<file path="src/sleep_ctrl_pkg.sv">
/*
 * package for the sleep and clock-gating controller: register offsets,
 * field positions, reset values, mode codes and timing constants.
 * assumes a single 20 MHz system clock and a plain strobe register port.
 */
`default_nettype none

package sleep_ctrl_pkg;

    localparam int unsigned REF_CLK_HZ = 20_000_000;

    // register map, byte offsets on the plain port
    localparam logic [7:0] SLEEP_CTRL_OFS = 8'h00;
    localparam logic [7:0] GATE_OFS = 8'h04;
    localparam logic [7:0] MCU_CTRL_OFS = 8'h08;
    localparam logic [7:0] STATUS_OFS = 8'h0c;

    // register fields, widths and reset values
    localparam int SE_POS = 0;
    localparam int SM_LSB = 1;
    localparam int SM_W = 3;
    localparam int TEST_DIS_POS = 7;
    localparam int GATE_W = 5;
    localparam logic [7:0] CTRL_RESET = 8'h00;
    localparam logic [7:0] GATE_RESET = 8'h00;
    localparam logic [7:0] MCU_RESET = 8'h00;

    // mode select encodings
    localparam logic [2:0] SM_IDLE = 3'h0;
    localparam logic [2:0] SM_ADC_NR = 3'h1;
    localparam logic [2:0] SM_PDOWN = 3'h2;
    localparam logic [2:0] SM_PSAVE = 3'h3;
    localparam logic [2:0] SM_STANDBY = 3'h6;

    // timing
    localparam int unsigned WAKE_HALT_CYCLES = 4;
    localparam int unsigned STANDBY_WAKE_CYCLES = 6;
    localparam int unsigned STARTUP_US = 4100;
    localparam int unsigned STARTUP_CYCLES = STARTUP_US * (REF_CLK_HZ / 1_000_000);

    typedef enum {ST_RUN, ST_SLEEP, ST_STARTUP, ST_HALT} sleep_state_t;

    typedef struct packed {
        logic cpu;
        logic flash;
        logic io;
        logic adc;
        logic asy;
        logic main_osc;
        logic timer_osc;
    } clk_en_t;

    typedef struct packed {
        logic conv_done;
        logic ext_reset;
        logic wdt_reset;
        logic bod_reset;
        logic disp_irq;
        logic start_cond;
        logic t2_ovf;
        logic t2_cmp;
        logic store_ready;
        logic external_interrupt_zero_level;
        logic pin_change;
        logic other_io;
    } wake_src_t;

endpackage

`default_nettype wire

</file>
<file path="src/sleep_ctrl.sv">
/*
 * sleep-mode and clock-gating controller: takes the sleep instruction,
 * picks the clock domains and oscillators to stop, filters wake sources,
 * times the wake-up, gates peripheral clocks and steers analog power.
 * assumes core and wake sources are on REF_CLK except the pins, which are
 * synchronised here; strobe register port with read data one cycle later.
 */
`default_nettype none

// Summary of operation
// - sleep needs enable bit plus sleep instruction
// - interrupt wake halts core four extra cycles
// - idle stops only cpu and flash clocks
// - adc noise mode also stops io clock
// - enabled converter starts conversion on adc noise entry
// - adc noise mode wake source set
// - power-down stops oscillator and generated clocks
// - power-down wake source set
// - power-down wake waits fuse start-up period
// - power-save keeps timer2 and display running
// - power-save timer2 wake needs mask and global enable
// - power-save stops unused oscillator and main clock
// - standby keeps oscillator, wakes in six cycles
// - gate bit stops clock and blocks registers
// - clearing gate resumes frozen state
// - gating matters only in active and idle
// - converter stays on; reenable needs extended conversion
// - comparator auto-off in deep modes unless reference
// - brown-out and watchdog stay enabled in sleep
// - reference powered only while a user needs it
// - input buffers off when io and adc clocks stop
// - debug keeps main clock in deep sleep
// - disable bit or fuse turns test port off
module sleep_ctrl
    import sleep_ctrl_pkg::*;
#(
    parameter int unsigned STARTUP_LEN = STARTUP_CYCLES,
    parameter int unsigned NUM_GATES = GATE_W
)
(
    // clock and reset
    input wire logic REF_CLK,
    input wire logic SYS_RST,
    // register port
    input wire logic [7:0] REG_ADDR,
    input wire logic [7:0] REG_WDATA,
    input wire logic REG_WR,
    input wire logic REG_RD,
    output logic [7:0] REG_RDATA,
    // core
    input wire logic SLEEP_INSTR,
    input wire logic GLOBAL_IRQ_EN,
    output logic CORE_HALT,
    output logic WAKE_IRQ,
    // wake sources, same clock
    input wire wake_src_t WAKE_IN,
    input wire logic [1:0] TIMER2_INTERRUPT_MASK,
    // wake pins from outside
    input wire logic EXTERNAL_INTERRUPT_ZERO_PIN_LEVEL,
    input wire logic PIN_CHANGE_PIN,
    // peripheral status
    input wire logic CONV_ENABLED,
    input wire logic COMP_ENABLED,
    input wire logic COMP_USES_REF,
    input wire logic BOD_ENABLED,
    input wire logic WDT_ENABLED,
    input wire logic T2_ASYNC,
    input wire logic T2_ENABLED,
    input wire logic DISP_ASYNC,
    input wire logic DISP_ENABLED,
    // fuses
    input wire logic CRYSTAL_CLOCK_FUSE,
    input wire logic DEBUG_ENABLE_FUSE,
    input wire logic TEST_PORT_ENABLE_FUSE,
    // clock and power controls
    output clk_en_t CLK_EN,
    output logic [NUM_GATES-1:0] PERIPH_CLK_EN,
    output logic [NUM_GATES-1:0] PERIPH_REG_ACCESS,
    output logic CONV_START,
    output logic CONV_EXTENDED,
    output logic COMP_POWER,
    output logic BOD_POWER,
    output logic WDT_POWER,
    output logic REF_POWER,
    output logic INPUT_BUF_EN,
    output logic TEST_PORT_EN
);

    initial
    begin
        if (NUM_GATES < 1 || NUM_GATES > 8)
            $error("NUM_GATES must be 1 to 8");
        if (STARTUP_LEN < 1)
            $error("STARTUP_LEN must be at least 1");
    end

    function automatic logic mode_valid(input logic [2:0] m);
        return m == SM_IDLE || m == SM_ADC_NR || m == SM_PDOWN || m == SM_PSAVE ||
            m == SM_STANDBY;
    endfunction

    function automatic logic deep_mode(input logic [2:0] m);
        return m == SM_PDOWN || m == SM_PSAVE || m == SM_STANDBY;
    endfunction

    logic [7:0] sleep_ctrl_reg;
    logic [7:0] gate_reg;
    logic [7:0] mcu_ctrl_reg;
    sleep_state_t state;
    logic [2:0] cur_mode;
    logic [31:0] wait_cnt;
    logic external_interrupt_zero_s1, external_interrupt_zero_s2, pc_s1, pc_s2;
    logic conv_was_en;
    logic conv_need_ext;
    logic wake;
    logic wake_by_irq;
    logic wake_by_reset;
    logic asleep;
    logic [2:0] sel_mode;
    logic sleep_req;
    logic t2_wake;
    logic test_on;

    assign sel_mode = sleep_ctrl_reg[SM_LSB +: SM_W];
    // a reserved code, or standby without the crystal option, leaves the request unheeded
    assign sleep_req = SLEEP_INSTR && sleep_ctrl_reg[SE_POS] && mode_valid(sel_mode) &&
        (sel_mode != SM_STANDBY || CRYSTAL_CLOCK_FUSE);
    assign asleep = state == ST_SLEEP;

    // pins cross in through two flops; only the second is read
    always_ff @(posedge REF_CLK or posedge SYS_RST)
    begin
        if (SYS_RST)
        begin
            external_interrupt_zero_s1 <= 1'b0;
            external_interrupt_zero_s2 <= 1'b0;
            pc_s1 <= 1'b0;
            pc_s2 <= 1'b0;
        end
        else
        begin
            external_interrupt_zero_s1 <= EXTERNAL_INTERRUPT_ZERO_PIN_LEVEL;
            external_interrupt_zero_s2 <= external_interrupt_zero_s1;
            pc_s1 <= PIN_CHANGE_PIN;
            pc_s2 <= pc_s1;
        end
    end

    // a held level is seen only once it survives the synchroniser
    assign t2_wake = GLOBAL_IRQ_EN &&
        ((WAKE_IN.t2_ovf && TIMER2_INTERRUPT_MASK[0]) ||
        (WAKE_IN.t2_cmp && TIMER2_INTERRUPT_MASK[1]));
    assign wake_by_reset = WAKE_IN.ext_reset || WAKE_IN.wdt_reset || WAKE_IN.bod_reset;

    always_comb
    begin
        wake_by_irq = 1'b0;
        case (cur_mode)
            SM_IDLE:
                wake_by_irq = |WAKE_IN || external_interrupt_zero_s2 || pc_s2;
            SM_ADC_NR:
                wake_by_irq = WAKE_IN.conv_done || WAKE_IN.disp_irq || WAKE_IN.start_cond ||
                    WAKE_IN.t2_ovf || WAKE_IN.t2_cmp || WAKE_IN.store_ready ||
                    external_interrupt_zero_s2 || pc_s2;
            SM_PSAVE:
                wake_by_irq = WAKE_IN.start_cond || external_interrupt_zero_s2 || pc_s2 || t2_wake ||
                    WAKE_IN.disp_irq;
            default:
                wake_by_irq = WAKE_IN.start_cond || external_interrupt_zero_s2 || pc_s2;
        endcase
    end
    assign wake = wake_by_irq || wake_by_reset;

    // sleep sequencer
    always_ff @(posedge REF_CLK or posedge SYS_RST)
    begin
        if (SYS_RST)
        begin
            state <= ST_RUN;
            cur_mode <= SM_IDLE;
            wait_cnt <= 32'h0;
            WAKE_IRQ <= 1'b0;
        end
        else
        begin
            WAKE_IRQ <= 1'b0;
            case (state)
                ST_RUN:
                    if (sleep_req)
                    begin
                        state <= ST_SLEEP;
                        cur_mode <= sel_mode;
                    end
                ST_SLEEP:
                    if (wake)
                    begin
                        state <= ST_STARTUP;
                        if (cur_mode == SM_STANDBY)
                            wait_cnt <= STANDBY_WAKE_CYCLES - 1;
                        else if (deep_mode(cur_mode))
                            wait_cnt <= STARTUP_LEN - 1;
                        else
                            wait_cnt <= 32'h0;
                    end
                ST_STARTUP:
                    if (wait_cnt != 32'h0)
                        wait_cnt <= wait_cnt - 32'h1;
                    else
                    begin
                        state <= ST_HALT;
                        wait_cnt <= WAKE_HALT_CYCLES - 1;
                    end
                default:
                    if (wait_cnt != 32'h0)
                        wait_cnt <= wait_cnt - 32'h1;
                    else
                    begin
                        state <= ST_RUN;
                        WAKE_IRQ <= 1'b1;
                    end
            endcase
        end
    end

    assign CORE_HALT = state != ST_RUN;

    // clock domains per mode
    always_comb
    begin
        CLK_EN = '1;
        if (state != ST_RUN)
        begin
            CLK_EN.cpu = 1'b0;
            CLK_EN.flash = 1'b0;
            if (cur_mode != SM_IDLE)
                CLK_EN.io = 1'b0;
            if (deep_mode(cur_mode))
            begin
                CLK_EN.adc = 1'b0;
                CLK_EN.asy = 1'b0;
                CLK_EN.timer_osc = 1'b0;
                CLK_EN.main_osc = cur_mode == SM_STANDBY;
                if (cur_mode == SM_PSAVE)
                begin
                    // sync clock here feeds only timer2 and display
                    CLK_EN.asy = (T2_ENABLED && T2_ASYNC) || (DISP_ENABLED && DISP_ASYNC);
                    CLK_EN.timer_osc = CLK_EN.asy;
                    CLK_EN.main_osc = (T2_ENABLED && !T2_ASYNC) ||
                        (DISP_ENABLED && !DISP_ASYNC);
                end
                if (DEBUG_ENABLE_FUSE && test_on)
                    CLK_EN.main_osc = 1'b1;
            end
        end
    end

    // deep modes already stop the clocks, so gates only add in run and idle
    always_comb
    begin
        for (int i = 0; i < NUM_GATES; i++)
        begin
            PERIPH_CLK_EN[i] = !gate_reg[i] && CLK_EN.io;
            PERIPH_REG_ACCESS[i] = !gate_reg[i];
        end
    end

    // converter stays powered; remember an off-on for an extended conversion
    always_ff @(posedge REF_CLK or posedge SYS_RST)
    begin
        if (SYS_RST)
        begin
            conv_was_en <= 1'b0;
            conv_need_ext <= 1'b1;
            CONV_START <= 1'b0;
        end
        else
        begin
            conv_was_en <= CONV_ENABLED;
            CONV_START <= sleep_req && sel_mode == SM_ADC_NR && CONV_ENABLED;
            if (CONV_ENABLED && !conv_was_en)
                conv_need_ext <= 1'b1;
            else if (CONV_START)
                conv_need_ext <= 1'b0;
        end
    end
    assign CONV_EXTENDED = conv_need_ext;

    assign COMP_POWER = COMP_ENABLED &&
        (!asleep || !deep_mode(cur_mode) || COMP_USES_REF);
    assign BOD_POWER = BOD_ENABLED;
    assign WDT_POWER = WDT_ENABLED;
    assign REF_POWER = BOD_ENABLED || (COMP_POWER && COMP_USES_REF) ||
        CONV_ENABLED;
    // wake pins keep their own buffers on the far side
    assign INPUT_BUF_EN = CLK_EN.io || CLK_EN.adc;
    assign test_on = TEST_PORT_ENABLE_FUSE && !mcu_ctrl_reg[TEST_DIS_POS];
    assign TEST_PORT_EN = test_on;

    // register writes
    always_ff @(posedge REF_CLK or posedge SYS_RST)
    begin
        if (SYS_RST)
        begin
            sleep_ctrl_reg <= CTRL_RESET;
            gate_reg <= GATE_RESET;
            mcu_ctrl_reg <= MCU_RESET;
        end
        else if (REG_WR)
        begin
            if (REG_ADDR == SLEEP_CTRL_OFS)
                sleep_ctrl_reg <= {4'h0, REG_WDATA[3:0]};
            else if (REG_ADDR == GATE_OFS)
                gate_reg <= REG_WDATA & 8'((1 << NUM_GATES) - 1);
            else if (REG_ADDR == MCU_CTRL_OFS)
                mcu_ctrl_reg <= REG_WDATA & 8'(1 << TEST_DIS_POS);
        end
    end

    // register reads, unmapped reads zero
    always_ff @(posedge REF_CLK or posedge SYS_RST)
    begin
        if (SYS_RST)
            REG_RDATA <= 8'h00;
        else if (!REG_RD)
            REG_RDATA <= 8'h00;
        else if (REG_ADDR == SLEEP_CTRL_OFS)
            REG_RDATA <= sleep_ctrl_reg;
        else if (REG_ADDR == GATE_OFS)
            REG_RDATA <= gate_reg;
        else if (REG_ADDR == MCU_CTRL_OFS)
            REG_RDATA <= mcu_ctrl_reg;
        else if (REG_ADDR == STATUS_OFS)
            REG_RDATA <= {4'h0, conv_need_ext, cur_mode};
        else
            REG_RDATA <= 8'h00;
    end
endmodule

`default_nettype wire

</file>
<file path="config.mk">
export PLATFORM = sky130hd
export DESIGN_NAME = sleep_ctrl
export DESIGN_NICKNAME = d
export VERILOG_FILES = /design/src/sleep_ctrl_pkg.sv /design/src/sleep_ctrl.sv
export SDC_FILE = /design/constraint.sdc
export NUM_CORES = 1
export LEC_CHECK = 0
export BUFFER_PORTS_ARGS = -buffer_cell sky130_fd_sc_hd__buf_4
export CORE_MARGIN = 2
export CORE_UTILIZATION = 45
export CTS_BUF_LIST = sky130_fd_sc_hd__clkbuf_2 sky130_fd_sc_hd__clkbuf_4 sky130_fd_sc_hd__clkbuf_8
export DETAILED_ROUTE_END_ITERATION = 8
export HOLD_SLACK_MARGIN = 0.06
export PLACE_DENSITY = 0.71
export SLEW_MARGIN = 20
export SYNTH_ARGS = -nofsm -noshare
export SYNTH_HDL_FRONTEND = slang
export SYNTH_SLANG_ARGS = --single-unit
</file>
<file path="constraint.sdc">
create_clock -name REF_CLK -period 4 [get_ports REF_CLK]
set_input_delay 0.4 -clock REF_CLK [delete_from_list [all_inputs] [get_ports REF_CLK]]
set_output_delay 0.4 -clock REF_CLK [all_outputs]
set_load 0.01 [all_outputs]
</file>
==> results.json, run 1 <==
{
  "status": "complete, no violations",
  "ir_drop_v": 0.000407,
  "nNetsFinal": 509,
  "relSlewSlack_pct": 45.5,
  "die_area_sq_um": 8460,
  "yosysTopAreaCell": "dfrtp_1",
  "post_cts_buffers": 0,
  "grt_max_degree": 41,
  "max-cap-violations": 0,
  "cts_tree": "yes",
  "cts_root_buffer": "clkbuf_8",
  "wl_microns": 8250,
  "num_vias": 3134,
  "period_share_pct": 69.5,
  "dp_hpwl_microns": 5840,
  "io_buffers": 78,
  "tightest_slew_ps": 816,
  "utilization_pct": 56.0,
  "hold_viol_final": 0,
  "setup_tns_ps": 0,
  "fin_ws_ps": 1220,
  "async_reset_ff_share_pct": 100,
  "synth_area_leaders": "dfrtp_1, o21ai_0, nor2_1",
  "synth_common_cells": "dfrtp_1, nor2_1, o21ai_0",
  "drt_iter0_markers": 235,
  "critical_path_class": "reg -> reg",
  "critPathMaxFanout": 36,
  "synth_enable_flop_cells": 0,
  "grt_pass1_wl_microns": 14100,
  "place.gp.congestion": 0.786,
  "drv_slew": 0,
  "arrival_ps": 2990,
  "post-place-ws_ps": 1220,
  "yosysWarnings": 0,
  "ant_nets": 0,
  "seq_area_frac_synth_pct": 43.9,
  "holdWs_ps": 160,
  "routed_via_density": 5.60,
  "drive_gt1_share_pct": 27.3,
  "start_kind": "register",
  "power_density_nw_per_um2": 673,
  "area_growth_pct": 22.2,
  "io_pins": 85,
  "min_period_ps": 2780,
  "synthCells": 380,
  "min_path_type": "in -> reg",
  "start_util_pct": 45.8,
  "ctsResizeCount": 0,
  "fin_skew_ps": 7.20,
  "finalSetupViolCount": 0,
  "synth_cell_types": 59,
  "grt_overflow_total": 0,
  "rsz0062_at_grt": "false",
  "clkLatencyLatePin_ps": 340,
  "yosys_register_bits": 61,
  "yosysMostFrequentCell": "dfrtp_1",
  "grt_antenna_before_repair": 0,
  "postSynthAreaPerCell_sq_um": 9.17,
  "clk_pin_slew_worst_paths_ps": 70,
  "first_global_vias": 2950,
  "rows": 32,
  "ys.flop_type": "dfrtp_1",
  "ctsHoldBuffers": 0,
  "n_antenna_cell": 0,
  "yosysTopAreaCellShare_pct": 43.1,
  "endpoint_kind": "register",
  "die-height_microns": 92.0,
  "wire_per_inst_microns": 14.7,
  "coreArea_sq_um": 7610,
  "largest_reg_flops": 32,
  "cts_max_level": 3,
  "dieWidth_microns": 92.0,
  "numCtsBuffers": 9,
  "cp.required_ps": 4210,
  "max_freq_ghz": 0.360,
  "remaining_drc_errors": 0,
  "drtPass1Iterations": 4,
  "syn_area_sq_um": 3480,
  "grt_use_total_pct": 20.7,
  "cts_sinks": 61,
  "clock_path_buffers": 2,
  "p_leak_nw": 1.93
}
## worst max-delay path: stages, from the launching register on
cell and delay, ps:
dfrtp_1 430, inv_1 120, ha_1 140, or4b_1 470
nor4b_2 340, a41o_1 210, buf_4 340, or2_1 150
buf_4 280, o21ai_0 150
## metal layers
layer	track usage, %	wire, microns	share of wire (%)
met1	28.0	3750	45
met4	7.09	89	1.1
met2	33.1	3950	48
met5	0	0	0
met3	4.60	462	5.6
## power by group
group | switching (mW) | internal (mW)
logic | 0.906 | 0.535
clock network | 0.243 | 0.317
registers | 0.127 | 0.739
total | 1.28 | 1.59
## layout make-up
type                       instances  area (sq um)
clock buffer                      12           153
clock inverter                     4          47.5
fill                             681          3350
inverter                          20          75.1
multi-input combinational        279          1710
sequential                        61          1530
tap                              102           128
timing repair buffer              82           616
## cell usage in the layout, fill, tap and decap left out, types with 2 or more instances in the layout
master and n:
nand2_1 28, mux2_2 14, nand4b_1 2, nand3b_1 3, a21oi_1 13, buf_4 82, inv_1 19, nor4_1 9
and2_1 3, o41ai_1 5, ha_1 6, clkbuf_8 10, or4_1 3, nor2_1 58, a2111oi_0 4, nor2b_1 5
o21ai_0 44, nand3_1 5, a22oi_1 3, conb_1 2, a21o_1 2, dfrtp_1 60, nor3b_1 3, o22ai_1 2
nand4_1 2, nor3_1 20, o31ai_1 12, clkinv_2 2, o21bai_1 2, clkbuf_4 2, nand2b_1 3
## final timing paths
kind,start,endpoint,slack (ps),cells after the start
max in group asynchronous,SYS_RST,wait_cnt[10],2980,3
max,wait_cnt[0],wait_cnt[24],1220,9
max reg2reg,wait_cnt[0],wait_cnt[24],1220,9
min reg2reg,pc_s1,pc_s2,350,0
min in group asynchronous,SYS_RST,REG_RDATA[4],220,2
min,PIN_CHANGE_PIN,pc_s1,160,1
## logic make-up after synthesis
logic type	count (synthesis)	share of synthesized area, %
simple gates	157	23.3
flops	61	43.9
compound gates	99	18.7
fa+ha+maj	6	2.16
other cells	1	0.108
mux	15	4.81
buf+inv	41	7.11
## through the flow
stage                     area, sq um  std cells  total power, mW
final                            4260        560             2.87
after global routing             4260        560             3.11
after CTS                        4260        560             2.87
after detailed placement         4060        544             2.30
after global placement           4060        544             2.27
after floorplan                  3490        381             2.09
Note: power is estimated with default switching activity, not from simulation.
==> inputs of run 2 (changes only) <==
--- a/config.mk
+++ b/config.mk
@@ -11,7 +11,7 @@
 export CTS_BUF_LIST = sky130_fd_sc_hd__clkbuf_2 sky130_fd_sc_hd__clkbuf_4 sky130_fd_sc_hd__clkbuf_8
 export DETAILED_ROUTE_END_ITERATION = 8
 export HOLD_SLACK_MARGIN = 0.06
-export PLACE_DENSITY = 0.71
+export PLACE_DENSITY = 0.74
 export SLEW_MARGIN = 20
 export SYNTH_ARGS = -nofsm -noshare
 export SYNTH_HDL_FRONTEND = slang
==> constraint.sdc (replaced) <==
create_clock -name REF_CLK -period 2.4 [get_ports REF_CLK]
set_input_delay 0.24 -clock REF_CLK [delete_from_list [all_inputs] [get_ports REF_CLK]]
set_output_delay 0.24 -clock REF_CLK [all_outputs]
set_load 0.01 [all_outputs]
==> results.json, run 2 (synthesis gave the netlist of run 1 again) <==
{
  "drt_iter0_markers": 222,
  "area_growth_pct": 34.3,
  "coreArea_sq_um": 7610,
  "routed_via_density": 5.61,
  "fin_skew_ps": 9.37,
  "max_freq_ghz": 0.434,
  "grt_use_total_pct": 22.4,
  "drive_gt1_share_pct": 33.8,
  "grt_max_degree": 62,
  "cts_tree": "yes",
  "grt_overflow_total": 0,
  "largest_reg_flops": 32,
  "tightest_slew_ps": 514,
  "min_from": "REG_WDATA[4]",
  "wire_per_inst_microns": 15.7,
  "endpoint_kind": "register",
  "nNetsFinal": 542,
  "hold_path_depth": 2,
  "total_power_mw": 5.82,
  "first_global_vias": 3199,
  "power_density_nw_per_um2": 1240,
  "clkLatencyLatePin_ps": 350,
  "cp.required_ps": 2630,
  "drtPass1Iterations": 4,
  "num_vias": 3325,
  "r2r_end": "wait_cnt[12]",
  "min_path_type": "in -> reg",
  "dieWidth_microns": 92.0,
  "cts_max_level": 3,
  "p_leak_nw": 2.15,
  "start_kind": "register",
  "reg2reg_from": "state[1]",
  "grt_antenna_before_repair": 0,
  "r2r_slack_ps": 90,
  "critPathMaxFanout": 13,
  "start_util_pct": 45.8,
  "clock_path_buffers": 2,
  "period_share_pct": 96.1,
  "io_pins": 85,
  "die_area_sq_um": 8460,
  "max-cap-violations": 0,
  "die-height_microns": 92.0,
  "dp_hpwl_microns": 6290,
  "cts_root_buffer": "clkbuf_8",
  "worst-r2r-cell-count": 9,
  "multi_input_comb_area_sq_um": 1780,
  "place.gp.congestion": 0.789,
  "arrival_ps": 2540,
  "stdcell_area_sq_um": 4680,
  "io_buffers": 78,
  "clk_pin_slew_worst_paths_ps": 80,
  "status": "complete, no violations",
  "final_common_cell": "buf_4",
  "numCtsBuffers": 9,
  "hold_viol_final": 0,
  "drv_slew": 0,
  "remaining_drc_errors": 0,
  "rows": 32,
  "layout_common_cells": "buf_4, dfrtp_1, nor2_1, o21ai_0, nand2_1",
  "critical_path_class": "reg -> reg",
  "wl_microns": 9280,
  "ant_nets": 0,
  "fill_cells": 666,
  "min_period_ps": 2310,
  "dpl_cell_area_sq_um": 4280,
  "worstHoldEndpoint": "gate_reg[4]",
  "relSlewSlack_pct": 64.8,
  "finalSetupViolCount": 0,
  "n_antenna_cell": 0,
  "cts_sinks": 61,
  "regArea_sq_um": 1530,
  "ir_drop_v": 0.000551,
  "grt_pass1_wl_microns": 15100
}
[run 2: per-layer routing]
| layer | GRT usage (%) | part of all wire (%) | wire length, microns | vias to the layer above |
|---|---|---|---|---|
| li1 | - | - | - | 1582 |
| met1 | 27.3 | 41 | 3850 | 1620 |
| met2 | 38.5 | 51 | 4760 | 109 |
| met3 | 5.34 | 5.8 | 534 | 14 |
| met4 | 8.21 | 1.5 | 136 | 0 |
| met5 | 0 | 0 | 0 | - |
[run 2: worst max-delay path by stage]
stage                 from            to
3_5_place_dp      state[1]  wait_cnt[24]
3_3_place_gp   wait_cnt[1]  wait_cnt[28]
5_1_grt        wait_cnt[1]  wait_cnt[17]
2_1_floorplan  wait_cnt[0]   wait_cnt[7]
4_1_cts           state[1]   wait_cnt[5]
6_report          state[1]  wait_cnt[12]
[run 2: per-stage QoR]
step	hold WS, ps	std cells	worst slack [ps]	util [%]	TNS [ps]
after floorplan	271	381	149	-	0
after global placement	333	568	43.7	56.2	0
after detailed placement	340	568	-83.8	56.2	-829
after CTS	111	591	3.43	60.6	0
after global routing	109	593	-56.8	61.5	-449
final	118	593	93.8	61.5	0
[run 2: final cells by class]
cell class                 instances  share of cell area (%)
inverter                          20                    1.60
tap                              102                    2.73
clock buffer                       9                    2.65
sequential                        61                    32.7
timing repair buffer             115                    20.3
clock inverter                     7                    2.09
multi-input combinational        279                    38.0
[run 2: what timing repair did]
| item | in CTS | in global routing |
|---|---|---|
| gates cloned | 1 | 1 |
| setup buffers | 2 | 1 |
| setup endpoints to repair | 28 | 32 |
| hold buffers | 4 | 0 |
| resized for setup | 5 | 12 |
| endpoints found under the hold margin | 63 | 0 |
| pin swaps | 1 | 3 |
[run 2: where the power goes]
part / leakage [nW] / total (mW) / switching (mW) / internal [mW]
Combinational: 1.23 / 3.36 / 1.83 / 1.53
Sequential: 0.815 / 1.42 / 0.191 / 1.23
Clock: 0.106 / 1.04 / 0.455 / 0.589
[run 2: critical path: stages, from the launching register on]
cell and delay, ps:
dfrtp_1 360, inv_1 90, ha_2 200, nor4b_2 180, o311ai_4 60, a221oi_2 80
or3b_4 440, or2_4 300, buf_12 160, o41ai_1 320
==> inputs of run 3 (changes only) <==
==> constraint.sdc (replaced) <==
create_clock -name REF_CLK -period 2.4 [get_ports REF_CLK]
set_input_delay 0.72 -clock REF_CLK [delete_from_list [all_inputs] [get_ports REF_CLK]]
set_output_delay 0.72 -clock REF_CLK [all_outputs]
set_load 0.01 [all_outputs]
==> results.json, run 3 (synthesis gave the netlist of run 1 again) <==
{
  "dp_hpwl_microns": 6020,
  "clock_path_buffers": 2,
  "rows": 32,
  "cp_slowest_cell": "or4b_4",
  "clockPowerShare_pct": 17.5,
  "total_power_mw": 6.43,
  "grt_pass1_wl_microns": 14400,
  "finalNonFillerCells": 594,
  "grt_max_degree": 62,
  "post-place-ws_ps": -102,
  "ant_nets": 0,
  "ctsHoldBuffers": 0,
  "endpoint_kind": "register",
  "wire_per_inst_microns": 15.5,
  "crit_chain": "inv_2 -> ha_4 -> or4b_4 -> nor4b_4 -> nand4_1 -> or3b_4 -> or2_4 -> clkbuf_16 -> o41ai_2",
  "finalSetupViolCount": 0,
  "clkLatencyLatePin_ps": 350,
  "start_kind": "register",
  "n_antenna_cell": 0,
  "wl_microns": 9220,
  "drtPass1Iterations": 4,
  "seqPwrFrac_pct": 22.4,
  "critical_path_class": "reg -> reg",
  "remaining_drc_errors": 0,
  "rsz0062_at_grt": "true",
  "p_leak_nw": 2.20,
  "cts_sinks": 61,
  "fin_skew_ps": 13.7,
  "grt_use_total_pct": 21.1,
  "area_growth_pct": 39.9,
  "r2r_slack_ps": 30,
  "min_from": "external_interrupt_zero_s1",
  "min_period_ps": 2370,
  "cts_max_level": 3,
  "critPathMaxStageDelay_ps": 470,
  "status": "complete, no violations",
  "fin_ws_ps": 28.5,
  "drive_gt1_share_pct": 39.0,
  "routed_via_density": 5.54,
  "reg2reg_from": "wait_cnt[0]",
  "r2r_end": "wait_cnt[31]",
  "die_area_sq_um": 8460,
  "numCtsBuffers": 9,
  "worst-r2r-cell-count": 9,
  "arrival_ps": 2600,
  "hold_viol_final": 0,
  "period_share_pct": 98.8,
  "cp.required_ps": 2630,
  "p_comb_share_pct": 60.1,
  "p_switching_mw": 2.72,
  "final_common_cell": "buf_4",
  "p_int_mw": 3.71,
  "max_freq_ghz": 0.422,
  "max-cap-violations": 0,
  "power_density_nw_per_um2": 1320,
  "io_buffers": 78,
  "grt_overflow_total": 0,
  "coreArea_sq_um": 7610,
  "worstHoldEndpoint": "external_interrupt_zero_s2",
  "drt_iter0_markers": 241,
  "first_global_vias": 3203,
  "clk_pin_slew_worst_paths_ps": 70,
  "cts_tree": "yes",
  "start_util_pct": 45.8,
  "largest_reg_flops": 32,
  "critPathMaxFanout": 6,
  "dp.cells": 570,
  "path_delay_family": "simple AND/OR/NAND/NOR gates",
  "die-height_microns": 92.0,
  "cts_root_buffer": "clkbuf_8",
  "grt_antenna_before_repair": 0,
  "io_pins": 85,
  "nNetsFinal": 543,
  "num_vias": 3291,
  "crit_buf_inv": 2,
  "swShare_pct": 42.3,
  "ir_drop_v": 0.000712,
  "min_path_type": "reg -> reg",
  "place.gp.congestion": 0.791,
  "layout_common_cells": "buf_4, dfrtp_1, nor2_1, nand2_1, o21ai_1",
  "drv_slew": 0,
  "dieWidth_microns": 92.0,
  "hold_path_depth": 0
}
run 3: cell types whose count changed in the layout (fill, tap and decap cells not counted), moves of 5 or more:
cell,before,now
o21ai_1,3,22
o31ai_1,12,6
o21ai_2,0,5
buf_6,0,6
o21ai_0,42,18
run 3: power by group through the flow:
stage	combinational, mW	clock, mW	sequential [mW]
final	3.86	1.13	1.44
after global routing	4.17	1.18	1.47
after detailed placement	2.83	0	1.42
after global placement	2.75	0	1.41
after CTS	2.85	1.14	1.40
after floorplan	2.08	0	1.40
run 3: repair_timing:
| item | in CTS | in global routing |
|---|---|---|
| setup buffers | 0 | 3 |
| setup endpoints to repair | 10 | 37 |
| pin swaps | 0 | 11 |
| gates cloned | 0 | 5 |
| hold endpoints to repair | 0 | 0 |
| resized for setup | 6 | 68 |
run 3: worst max-delay path by stage:
stage,from,to,slack [ps],cells after the start
3_3_place_gp,WAKE_IN[6],wait_cnt[28],-130,8
6_report,wait_cnt[0],wait_cnt[31],30,9
3_5_place_dp,WAKE_IN[6],wait_cnt[28],-100,8
5_1_grt,wait_cnt[0],wait_cnt[31],-90,9
4_1_cts,state[0],CLK_EN[1],-20,7
2_1_floorplan,WAKE_IN[7],wait_cnt[25],90,8
run 3: metrics by stage:
| step | utilization, % | hold slack, ps | setup TNS (ps) | area (sq um) |
|---|---|---|---|---|
| final | 64.1 | 353 | 0 | 4870 |
| after floorplan | - | 331 | 0 | 3490 |
| after detailed placement | 56.4 | 341 | -2150 | 4290 |
| after global placement | 56.4 | 334 | -3100 | 4290 |
| after global routing | 64.1 | 369 | -955 | 4870 |
| after CTS | 59.8 | 357 | -16.3 | 4550 |
run 3: layer usage:
| layer | global-route usage (%) | routed length, microns |
|---|---|---|
| met5 | 0 | 0 |
| met4 | 9.33 | 193 |
| met3 | 4.44 | 616 |
| met2 | 36.1 | 4660 |
| met1 | 25.6 | 3750 |
run 3: final cells by class:
class | count | area (sq um)
fill | 605 | 2730
multi-input combinational | 279 | 1910
sequential | 61 | 1530
timing repair buffer | 116 | 983
clock buffer | 10 | 131
tap | 102 | 128
clock inverter | 6 | 111
inverter | 20 | 77.6
